===== src/vio_pkg.sv =====
/*
 * Constants and register map of the virtual terminal mapper.
 * Assumes a 20 MHz control clock and an AXI4-Lite register bus.
 */
// Notes on behaviour
// - A source-mode bit per virtual input picks the paired virtual output (0) or the forced-state bit (1).
// - Virtual input x follows only virtual output x, for x from 1 to 5.
// - In forced mode each virtual input takes its own bit of the forced-state setting.
// - A forced bit of 1 makes the virtual input active and 0 leaves it inactive.
// - Once initialisation is done, active virtual inputs drive their assigned function codes; here only the analogue channels raise requests.
// - Each of the three analogue channels has a function code from 0 to 59, default 0.
// - An analogue channel reads high at 7 V or more, low at 3 V or less, and holds in between.
// - An analogue polarity bit of 0 means active high and 1 active low, all defaulting to 0.
// - A virtual output with function 0 mirrors the same-numbered physical input terminal.
// - A virtual output function from 1 to 40 carries that drive status function.
// - Channel bits map in order: bit 0 to channel 1 up to bit 4 to channel 5.
package vio_pkg;
   localparam int          NVIN           = 5;
   localparam int          NAIN           = 3;
   localparam int          FUNC_W         = 6;
   localparam int          DLY_W          = 16;
   localparam int          MV_W           = 16;
   localparam logic [5:0]  AIN_FUNC_MAX   = 6'h3B;
   localparam logic [5:0]  VOUT_FUNC_MAX  = 6'h28;
   localparam logic [15:0] DLY_MAX        = 16'h8CA0;
   localparam logic [15:0] AIN_HIGH_MV    = 16'h1B58;
   localparam logic [15:0] AIN_LOW_MV     = 16'h0BB8;
   localparam int          CLK_HZ         = 20000000;
   localparam int          TICK_MS        = 100;
   localparam int          TICK_CYCLES    = CLK_HZ / 1000 * TICK_MS;
   localparam int          INIT_CYCLES    = 16;
   localparam logic [7:0]  OFS_SRC_MODE   = 8'h00;
   localparam logic [7:0]  OFS_FORCED     = 8'h04;
   localparam logic [7:0]  OFS_AIN_POL    = 8'h08;
   localparam logic [7:0]  OFS_VOUT_POL   = 8'h0C;
   localparam logic [7:0]  OFS_AIN_FUNC0  = 8'h10;
   localparam logic [7:0]  OFS_VOUT_FUNC0 = 8'h20;
   localparam logic [7:0]  OFS_VOUT_DLY0  = 8'h40;
   localparam logic [7:0]  OFS_STATUS     = 8'h60;
   localparam logic [1:0]  RESP_OKAY      = 2'h0;
   localparam logic [1:0]  RESP_SLVERR    = 2'h2;
endpackage : vio_pkg

===== src/vio_mapper.sv =====
/*
 * Virtual input and output routing for the drive terminal logic.
 * Assumes physical terminals are asynchronous, analogue levels come in
 * millivolts from a converter on this clock, and drive status bits are
 * indexed by function code on the same clock.
 */
`timescale 1ns/1ps
module vio_mapper #(
   parameter int TICK_CYCLES = vio_pkg::TICK_CYCLES
) (
   input  wire logic                   aclk,
   input  wire logic                   aresetn,
   input  wire logic [7:0]             s_axi_awaddr,
   input  wire logic                   s_axi_awvalid,
   output logic                        s_axi_awready,
   input  wire logic [31:0]            s_axi_wdata,
   input  wire logic [3:0]             s_axi_wstrb,
   input  wire logic                   s_axi_wvalid,
   output logic                        s_axi_wready,
   output logic [1:0]                  s_axi_bresp,
   output logic                        s_axi_bvalid,
   input  wire logic                   s_axi_bready,
   input  wire logic [7:0]             s_axi_araddr,
   input  wire logic                   s_axi_arvalid,
   output logic                        s_axi_arready,
   output logic [31:0]                 s_axi_rdata,
   output logic [1:0]                  s_axi_rresp,
   output logic                        s_axi_rvalid,
   input  wire logic                   s_axi_rready,
   input  wire logic [vio_pkg::NVIN-1:0] physical_input_terminal,
   input  wire logic [vio_pkg::NAIN*vio_pkg::MV_W-1:0] analogue_channel_mv,
   input  wire logic [63:0]            drive_status,
   output logic [vio_pkg::NVIN-1:0]    virtual_input,
   output logic [vio_pkg::NVIN-1:0]    virtual_output,
   output logic [vio_pkg::NAIN-1:0]    analogue_din,
   output logic [63:0]                 function_request,
   output logic                        init_done
);
   import vio_pkg::*;

   if (TICK_CYCLES < 1 || TICK_CYCLES > (1 << 24)) begin : g_bad_tick
      $error("TICK_CYCLES must lie between 1 and 2**24");
   end

   logic [NVIN-1:0]   src_mode_r, forced_r, vout_pol_r;
   logic [NAIN-1:0]   ain_pol_r, ain_lvl_r;
   logic [FUNC_W-1:0] ain_func_r [NAIN];
   logic [FUNC_W-1:0] vout_func_r [NVIN];
   logic [DLY_W-1:0]  vout_dly_r [NVIN];
   logic [DLY_W-1:0]  dly_cnt_r [NVIN];
   logic [NVIN-1:0]   raw_last_r, vout_r;
   logic [NVIN-1:0]   pin_s1_r, pin_s2_r, pin_s3_r, pin_r;
   logic [NVIN-1:0]   vin_r;
   logic [NAIN-1:0]   adin_r;
   logic [63:0]       req_r;
   logic [23:0]       tick_cnt_r;
   logic [4:0]        init_cnt_r;
   logic              init_r;

   // Bus slave: write taken once address and data have both arrived.
   logic [7:0]  awaddr_r;
   logic [31:0] wdata_r;
   logic [3:0]  wstrb_r;
   logic        aw_have_r, w_have_r, bvalid_r, rvalid_r;
   logic [31:0] rdata_r;
   logic [1:0]  bresp_r, rresp_r;
   wire         wr_go = aw_have_r && w_have_r && !bvalid_r;
   wire         rd_go = s_axi_arvalid && !rvalid_r;
   wire  [7:0]  wa    = awaddr_r;
   wire  [7:0]  ra    = s_axi_araddr;
   wire         w_b0  = wstrb_r[0];
   wire         w_b1  = wstrb_r[1];

   assign s_axi_awready = !aw_have_r;
   assign s_axi_wready  = !w_have_r;
   assign s_axi_bvalid  = bvalid_r;
   assign s_axi_bresp   = bresp_r;
   assign s_axi_arready = !rvalid_r;
   assign s_axi_rvalid  = rvalid_r;
   assign s_axi_rdata   = rdata_r;
   assign s_axi_rresp   = rresp_r;

   wire wr_ctl = (wa == OFS_SRC_MODE) || (wa == OFS_FORCED)
              || (wa == OFS_AIN_POL) || (wa == OFS_VOUT_POL);
   wire wr_af  = (wa >= OFS_AIN_FUNC0) && (wa < OFS_AIN_FUNC0 + 8'(4*NAIN))
              && (wa[1:0] == 2'h0);
   wire wr_vf  = (wa >= OFS_VOUT_FUNC0) && (wa < OFS_VOUT_FUNC0 + 8'(4*NVIN))
              && (wa[1:0] == 2'h0);
   wire wr_vd  = (wa >= OFS_VOUT_DLY0) && (wa < OFS_VOUT_DLY0 + 8'(4*NVIN))
              && (wa[1:0] == 2'h0);
   wire [2:0] wr_idx = wa[4:2];
   // The analogue codes start at 0x10, so their index is address bits 3:2.
   wire [2:0] af_idx = {1'b0, wa[3:2]};
   wire wr_ok  = wr_ctl || wr_af || wr_vf || wr_vd;
   // Out-of-range settings are refused with SLVERR and leave the register.
   wire wr_bad = (wr_af && wdata_r[FUNC_W-1:0] > AIN_FUNC_MAX)
              || (wr_vf && wdata_r[FUNC_W-1:0] > VOUT_FUNC_MAX)
              || (wr_vf || wr_af) && wdata_r[7:FUNC_W] != 2'h0
              || (wr_vd && wdata_r[DLY_W-1:0] > DLY_MAX);
   wire wr_en  = wr_go && wr_ok && !wr_bad;

   wire [2:0] rd_idx = ra[4:2];
   logic [31:0] rd_val;
   logic        rd_ok;
   always_comb begin
      rd_val = 32'h0;
      rd_ok  = 1'b1;
      if (ra[1:0] != 2'h0)
         rd_ok = 1'b0;
      else if (ra == OFS_SRC_MODE)
         rd_val[NVIN-1:0] = src_mode_r;
      else if (ra == OFS_FORCED)
         rd_val[NVIN-1:0] = forced_r;
      else if (ra == OFS_AIN_POL)
         rd_val[NAIN-1:0] = ain_pol_r;
      else if (ra == OFS_VOUT_POL)
         rd_val[NVIN-1:0] = vout_pol_r;
      else if (ra >= OFS_AIN_FUNC0 && ra < OFS_AIN_FUNC0 + 8'(4*NAIN))
         rd_val[FUNC_W-1:0] = ain_func_r[ra[3:2]];
      else if (ra >= OFS_VOUT_FUNC0 && ra < OFS_VOUT_FUNC0 + 8'(4*NVIN))
         rd_val[FUNC_W-1:0] = vout_func_r[rd_idx];
      else if (ra >= OFS_VOUT_DLY0 && ra < OFS_VOUT_DLY0 + 8'(4*NVIN))
         rd_val[DLY_W-1:0] = vout_dly_r[rd_idx];
      else if (ra == OFS_STATUS)
         rd_val[16:0] = {init_r, adin_r, vout_r, 3'h0, vin_r};
      else
         rd_ok = 1'b0;
   end

   always_ff @(posedge aclk) begin
      if (!aresetn) begin
         aw_have_r <= 1'b0;
         w_have_r  <= 1'b0;
         bvalid_r  <= 1'b0;
         rvalid_r  <= 1'b0;
         awaddr_r  <= 8'h0;
         wdata_r   <= 32'h0;
         wstrb_r   <= 4'h0;
         rdata_r   <= 32'h0;
         bresp_r   <= RESP_OKAY;
         rresp_r   <= RESP_OKAY;
      end else begin
         if (s_axi_awvalid && !aw_have_r) begin
            aw_have_r <= 1'b1;
            awaddr_r  <= s_axi_awaddr;
         end
         if (s_axi_wvalid && !w_have_r) begin
            w_have_r <= 1'b1;
            wdata_r  <= s_axi_wdata;
            wstrb_r  <= s_axi_wstrb;
         end
         if (wr_go) begin
            aw_have_r <= 1'b0;
            w_have_r  <= 1'b0;
            bvalid_r  <= 1'b1;
            bresp_r   <= (wr_ok && !wr_bad) ? RESP_OKAY : RESP_SLVERR;
         end else if (bvalid_r && s_axi_bready)
            bvalid_r <= 1'b0;
         if (rd_go) begin
            rvalid_r <= 1'b1;
            rdata_r  <= rd_val;
            rresp_r  <= rd_ok ? RESP_OKAY : RESP_SLVERR;
         end else if (rvalid_r && s_axi_rready)
            rvalid_r <= 1'b0;
      end
   end

   // Setting registers; only byte lane 0 (and lane 1 for delays) is used.
   always_ff @(posedge aclk) begin
      if (!aresetn) begin
         src_mode_r <= '0;
         forced_r   <= '0;
         ain_pol_r  <= '0;
         vout_pol_r <= '0;
      end else if (wr_en && w_b0) begin
         if (wa == OFS_SRC_MODE)
            src_mode_r <= wdata_r[NVIN-1:0];
         if (wa == OFS_FORCED)
            forced_r <= wdata_r[NVIN-1:0];
         if (wa == OFS_AIN_POL)
            ain_pol_r <= wdata_r[NAIN-1:0];
         if (wa == OFS_VOUT_POL)
            vout_pol_r <= wdata_r[NVIN-1:0];
      end
   end

   // Three-stage sampling of the asynchronous terminals.
   always_ff @(posedge aclk) begin
      if (!aresetn) begin
         pin_s1_r <= '0;
         pin_s2_r <= '0;
         pin_s3_r <= '0;
         pin_r    <= '0;
      end else begin
         pin_s1_r <= physical_input_terminal;
         pin_s2_r <= pin_s1_r;
         pin_s3_r <= pin_s2_r;
         for (int i = 0; i < NVIN; i++)
            if (pin_s2_r[i] == pin_s3_r[i])
               pin_r[i] <= pin_s3_r[i];
      end
   end

   // Shared 0.1 s tick and the power-on initialisation window.
   wire tick = (tick_cnt_r == 24'(TICK_CYCLES - 1));
   always_ff @(posedge aclk) begin
      if (!aresetn) begin
         tick_cnt_r <= 24'h0;
         init_cnt_r <= 5'h0;
         init_r     <= 1'b0;
      end else begin
         tick_cnt_r <= tick ? 24'h0 : tick_cnt_r + 24'h1;
         if (init_cnt_r == 5'(INIT_CYCLES - 1))
            init_r <= 1'b1;
         else
            init_cnt_r <= init_cnt_r + 5'h1;
      end
   end

   genvar g;
   generate
      for (g = 0; g < NVIN; g++) begin : g_vout
         wire [FUNC_W-1:0] fsel = vout_func_r[g];
         wire raw = (fsel == 6'h0) ? pin_r[g]
                  : drive_status[fsel];
         wire dly_done = (dly_cnt_r[g] >= vout_dly_r[g]);
         always_ff @(posedge aclk) begin
            if (!aresetn) begin
               vout_func_r[g] <= 6'h0;
               vout_dly_r[g]  <= 16'h0;
               dly_cnt_r[g]   <= 16'h0;
               raw_last_r[g]  <= 1'b0;
               vout_r[g]      <= 1'b0;
               vin_r[g]       <= 1'b0;
            end else begin
               if (wr_en && wr_vf && wr_idx == 3'(g) && w_b0)
                  vout_func_r[g] <= wdata_r[FUNC_W-1:0];
               if (wr_en && wr_vd && wr_idx == 3'(g) && w_b0 && w_b1)
                  vout_dly_r[g] <= wdata_r[DLY_W-1:0];
               raw_last_r[g] <= raw;
               if (raw != raw_last_r[g])
                  dly_cnt_r[g] <= 16'h0;
               else if (tick && !dly_done)
                  dly_cnt_r[g] <= dly_cnt_r[g] + 16'h1;
               if (raw == raw_last_r[g] && dly_done)
                  vout_r[g] <= raw_last_r[g] ^ vout_pol_r[g];
               vin_r[g] <= src_mode_r[g] ? forced_r[g]
                         : vout_r[g];
            end
         end
      end
      for (g = 0; g < NAIN; g++) begin : g_ain
         wire [MV_W-1:0] mv = analogue_channel_mv[g*MV_W +: MV_W];
         always_ff @(posedge aclk) begin
            if (!aresetn) begin
               ain_func_r[g] <= 6'h0;
               ain_lvl_r[g]  <= 1'b0;
               adin_r[g]     <= 1'b0;
            end else begin
               if (wr_en && wr_af && af_idx == 3'(g) && w_b0)
                  ain_func_r[g] <= wdata_r[FUNC_W-1:0];
               if (mv >= AIN_HIGH_MV)
                  ain_lvl_r[g] <= 1'b1;
               else if (mv <= AIN_LOW_MV)
                  ain_lvl_r[g] <= 1'b0;
               adin_r[g] <= ain_lvl_r[g] ^ ain_pol_r[g];
            end
         end
      end
   endgenerate

   // Function requests come from the analogue channels only: virtual inputs
   // have no function code register here, so they raise no request.
   logic [63:0] req_nxt;
   always_comb begin
      req_nxt = 64'h0;
      for (int i = 0; i < NAIN; i++)
         if (adin_r[i])
            req_nxt[ain_func_r[i]] = 1'b1;
      req_nxt[0] = 1'b0;
   end

   always_ff @(posedge aclk) begin
      if (!aresetn)
         req_r <= 64'h0;
      else
         req_r <= init_r ? req_nxt : 64'h0;
   end

   assign virtual_input    = vin_r;
   assign virtual_output   = vout_r;
   assign analogue_din     = adin_r;
   assign function_request = req_r;
   assign init_done        = init_r;
endmodule : vio_mapper


===== config.mk =====
export PLATFORM = sky130hd
export DESIGN_NAME = vio_mapper
export DESIGN_NICKNAME = d
export VERILOG_FILES = /design/src/vio_pkg.sv /design/src/vio_mapper.sv
export SDC_FILE = /design/constraint.sdc
export NUM_CORES = 1
export LEC_CHECK = 0
export BUFFER_PORTS_ARGS = -buffer_cell sky130_fd_sc_hd__buf_2
export CAP_MARGIN = 10
export CORE_ASPECT_RATIO = 0.9
export CORE_MARGIN = 3
export CORE_UTILIZATION = 50
export CTS_CLUSTER_DIAMETER = 120
export DETAILED_ROUTE_END_ITERATION = 7
export PLACE_DENSITY_LB_ADDON = 0.05
export SLEW_MARGIN = 20
export SYNTH_ARGS = -nofsm -noshare
export SYNTH_HDL_FRONTEND = slang
export SYNTH_SLANG_ARGS = --single-unit

===== constraint.sdc =====
create_clock -name aclk -period 3.8 [get_ports aclk]
set_input_delay 0.76 -clock aclk [delete_from_list [all_inputs] [get_ports aclk]]
set_output_delay 0.76 -clock aclk [all_outputs]
set_load 0.05 [all_outputs]

Yosys cells after proc, flatten, opt, wreduce, memory -nomap -nowiden
Memory sizes are Yosys's and may differ from the RTL's.
Index checks and enable logic that the tools add are counted.
- memory bits (writable): 208
- output and inout bits: 119
- flip-flop bits (word level): 204
- memories: 4
- logic and storage cells: 454
- input bits: 176
- bitwise logic cells: 34
- multiplexer cells: 179
- magnitude comparators: 37
- reductions and logical operators: 115
- add/sub/neg operators: 7
- eq/ne operators: 30
- memories (memory ; depth ; width ; rd ports ; clocked after memory_dff ; wr ports ; RTL line ; source):
    dly_cnt_r ; 5 ; 16 ; 5 ; 0 ; 5 ; vio_mapper.sv:50 ; logic [DLY_W-1:0] dly_cnt_r [NVIN];
    vout_dly_r ; 5 ; 16 ; 6 ; 0 ; 5 ; vio_mapper.sv:49 ; logic [DLY_W-1:0] vout_dly_r [NVIN];
    vout_func_r ; 5 ; 6 ; 6 ; 0 ; 5 ; vio_mapper.sv:48 ; logic [FUNC_W-1:0] vout_func_r [NVIN];
    ain_func_r ; 3 ; 6 ; 4 ; 0 ; 3 ; vio_mapper.sv:47 ; logic [FUNC_W-1:0] ain_func_r [NAIN];
- operators with widths (operator ; count):
    16-bit two-way mux ; 23
    64-bit two-way mux ; 3
    17-bit two-way mux ; 10
    64-bit bitwise OR ; 2
    1-bit two-way mux ; 113
    16-bit by 1-bit adder with 16-bit output (second input constant) ; 5
    16-bit greater-or-equal comparator ; 5
    1-bit logical AND ; 71
    6-bit two-way mux ; 10
    6-bit by 7-bit < comparator with 1-bit output (second input constant) ; 8
    16-bit by 13-bit greater-or-equal comparator with 1-bit output (second input constant) ; 3
    16-bit by 12-bit <= comparator with 1-bit output (second input constant) ; 3
    12-bit two-way mux ; 3
    8-bit by 4-bit equality test with 1-bit output (second input constant) ; 4
    1-bit binary-select mux with 6-bit select ; 5
    6-bit zero test ; 5
    24-bit by 1-bit adder with 24-bit output (second input constant) ; 1
    24-bit by 21-bit equality test with 1-bit output (second input constant) ; 1
    1-bit bitwise OR ; 23
    11-bit two-way mux ; 2
    1-bit demux with 6-bit select ; 3
    6-bit by 1-bit greater-or-equal comparator with 1-bit output (second input constant) ; 3
    8-bit by 3-bit equality test with 1-bit output (second input constant) ; 2
    8-bit by 5-bit greater-or-equal comparator with 1-bit output (second input constant) ; 2
    other kinds (31) ; 92

Depth between registers and ports, before layout
- depth in word-level cells: 25
- mapped depth: 11
- gate-level depth less buffers: 10

Worst setup path after synthesis
Ideal clock, no wire load.
- path kind: in2reg
- from: in drive_status[61]
- to: mem dly_cnt_r[1][0] (enable)
- path slack: 0.429 ns
- buffers on the path: 0
- stages: 7
- arrival time: 2.954 ns
- data required time: 3.384 ns
- path through: mux4_1 mux4_2 a22o_1 a221oi_2 nand2_2 xnor2_1 nand3_1
- RTL lines (item ; RTL line ; source):
    start: declaration ; vio_mapper.sv:32 ; input wire logic [63:0] drive_status,
    end: declaration ; vio_mapper.sv:50 ;

==> flow_metrics.tcl <==
set metrics [dict create \
    status "complete, but fails checks" \
    failed_checks "DRC" \
    grtUsageTotal_pct 28.2 \
    cts_resized 0 \
    rrSetupSlack_ns 0.33 \
    setup_slack_ns 0.333 \
    hold_class "input pin to flop" \
    postRouteAntennaNets 0 \
    clk_latency_ns 0.58 \
    initial_utilization_pct 51.1 \
    synth_area_um2 23400 \
    drive_gt1_share_pct 20.0 \
    ff_latch_area_um2 10300 \
    ctsHtreeMaxLevel 2 \
    synth-edff-count 208 \
    multiInputGateArea_um2 12100 \
    crit_path_max_incr_delay_ns 0.65 \
    finish.instance_area_um2 27000 \
    final.min_clock_period_ns 3.47 \
    crit_slowest_cell "mux4_1" \
    grt_pass1_vias 18600 \
    hold-path-endpoint "s_axi_rvalid$_SDFFE_PN0P_" \
    num_antenna_cells 0 \
    ys.flop_type "edfxtp_1" \
    clock_skew_ns 0.0306 \
    setup_viol 0 \
    crit_buf_inv 0 \
    power.density_nw_per_um2 405 \
    row_count 74 \
    wirelength_um 70700 \
    antenna_found_initial 2 \
    drt-vias-per-instance 6.01 \
    cts_tree "yes" \
    holdCritStartpoint "s_axi_rready" \
    cp_top_family "multiplexers" \
    core-area_um2 45800 \
    synthCells 2359 \
    area.growth.synth_to_final_pct 15.5 \
    pre_cts_ws_ns 0.130 \
    cp-start-kind "flop" \
    cts_inserted_buffers 44 \
    gp_congestion 0.924 \
    synth_cell_types 73 \
    cp_max_fo 16 \
    r2r_cells 8 \
    hold_path_depth 2 \
    timing.setup.critical_path_class "flop to flop" \
    postPlaceCellArea_um2 25500 \
    drc 1 \
    grt_max_degree 64 \
    yosysSeqAreaShare_pct 43.9 \
    grt_pass1_wl_um 108000 \
    grt_overflow 0 \
    final_common_cell "nor2_1" \
    finalCritPeriodShare_pct 91.2 \
    synth-async-reset-ratio_pct 0 \
    path_cells "mux4_1 > mux4_2 > a22o_1 > a221oi_2 > nand2_2 > xnor2_1 > nand3_2 > nor2_1" \
    wire_per_inst_um 21.8 \
    die_h_um 211 \
    fp.dieW_um 234 \
    slew_headroom_pct 20.2 \
    synth-warning-count 0 \
    clockRootBuffer "clkbuf_16" \
    fillCellCount 3955 \
    drv_cap 0 \
    fin_nets 2874 \
    arrival_ns 3.88 \
    worst-slew-pin-transition_ns 1.19 \
    portBuffers 258 \
    r2r_start "vout_func_r[1][0]$_SDFFCE_PN0P_" \
    grt_setup_unrepaired "no" \
    fmax_mhz 288 \
    final.setup.tns_ns 0 \
    clock_path_buffers 3 \
    postSynthAreaPerCell_um2 9.93 \
    hold_viol_final 0 \
    slew_violations 0 \
    peakVddDrop_v 0.000374 \
    dp_hpwl_um 52900 \
    dieArea_um2 49500 \
    p_leak_nw 10.7 \
    vias 19600 \
    ios 295 \
    cts_sinks 409 \
    ys_ff_latch 409 \
    cp-end-kind "flop" \
    crit_required_ns 4.21 \
    clk_pin_slew_ns 0.06 \
    r2r_end "dly_cnt_r[1][6]$_SDFFCE_PN0P_" \
    detail_route.first_pass.iterations 8 \
    drt-initial-drc-count 2154 \
    final_cell_mix "nor2_1 (350), buf_2 (258), edfxtp_1 (208)" \
]
[cell usage after synthesis (22+ instances only)]
cell type / count / area share, %
clkbuf_1: 98 / 1.6
nand4_1: 24 / 0.64
nor2_1: 350 / 5.6
nor3_1: 36 / 0.77
a22oi_1: 51 / 1.6
o21ai_0: 54 / 1.2
mux2i_1: 73 / 3.1
nand3_1: 79 / 1.7
xor2_1: 56 / 2.1
and3_1: 66 / 1.8
and2_1: 61 / 1.6
nor2b_1: 23 / 0.61
nand2_1: 208 / 3.3
ha_1: 88 / 4.7
inv_1: 115 / 1.8
buf_4: 22 / 0.71
a21oi_1: 160 / 3.4
xnor2_1: 43 / 1.6
dfxtp_1: 201 / 17
edfxtp_1: 208 / 27
mux4_2: 101 / 9.7
[routing by layer]
layer  vias to the layer above  share of wire [%]  global-route usage [%]
met5                         -                  0                       0
met4                         0                2.1                    7.20
met3                       113                 10                    4.63
met2                       965                 44                    42.7
met1                      9466                 44                    42.3
li1                       9015                  -                       -
[stage by stage]
stage | hold slack [ns] | cells | utilization, % | power, mW
5_1_grt | 0.370 | 3252 | 59.0 | 11.4
4_1_cts | 0.349 | 3247 | 58.9 | 11.0
6_report | 0.377 | 3252 | 59.0 | 11.0
2_1_floorplan | 0.412 | 2376 | - | 6.01
3_5_place_dp | 0.420 | 3167 | 55.6 | 6.54
3_3_place_gp | 0.418 | 3167 | 55.6 | 6.50
[layout make-up]
type,instances,area share (%)
Multi-Input combinational cell,1708,44.9
Clock inverter,20,0.911
Inverter,115,1.60
Timing Repair Buffer,332,7.10
Tap cell,608,2.81
Clock buffer,60,4.72
Sequential cell,409,38.0
[registers in the layout (all words and copies together), names as in the netlist, 8 cells and up]
register          count
wdata_r              16
function_request     63
s_axi_rdata          17
vout_dly_r           80
tick_cnt_r           24
ain_func_r           18
dly_cnt_r            80
awaddr_r              8
vout_func_r          30
[power breakdown]
part	internal, mW	switching [mW]	total [mW]
Combinational	0.587	0.789	1.38
Sequential	4.83	0.267	5.10
Clock	2.70	1.78	4.48
[how the worst max path moves through the flow]
stage / from / endpoint / slack, ns / cells after the start
floorplan: drive_status[61] / dly_cnt_r[1][0]$_SDFFCE_PN0P_ / 0.43 / 7
global placement: drive_status[53] / dly_cnt_r[1][14]$_SDFFCE_PN0P_ / 0.17 / 9
detailed placement: drive_status[57] / dly_cnt_r[1][6]$_SDFFCE_PN0P_ / 0.13 / 9
CTS: vout_func_r[2][0]$_SDFFCE_PN0P_ / dly_cnt_r[2][11]$_SDFFCE_PN0P_ / 0.22 / 11
global route: vout_func_r[0][0]$_SDFFCE_PN0P_ / dly_cnt_r[0][15]$_SDFFCE_PN0P_ / 0.09 / 10
finish: vout_func_r[1][0]$_SDFFCE_PN0P_ / dly_cnt_r[1][6]$_SDFFCE_PN0P_ / 0.33 / 8
[what timing repair did]
item	CTS	global route
setup endpoints to repair	0	24
hold endpoints to repair	0	0
buffers inserted	0	5
hold buffers	0	0
[kinds of logic after synthesis]
group,Yosys count,synth area share (%)
and+or+nand+nor,933,18.7
DFF,409,43.9
AOI/OAI and AO/OA,383,10.4
buffers and inverters,259,4.65
muxes,187,13.9
xor gates and xnor gates,99,3.70
adders and majority gates,88,4.70
other,1,0.0160
No activity file was read; power rests on OpenSTA's default activity.
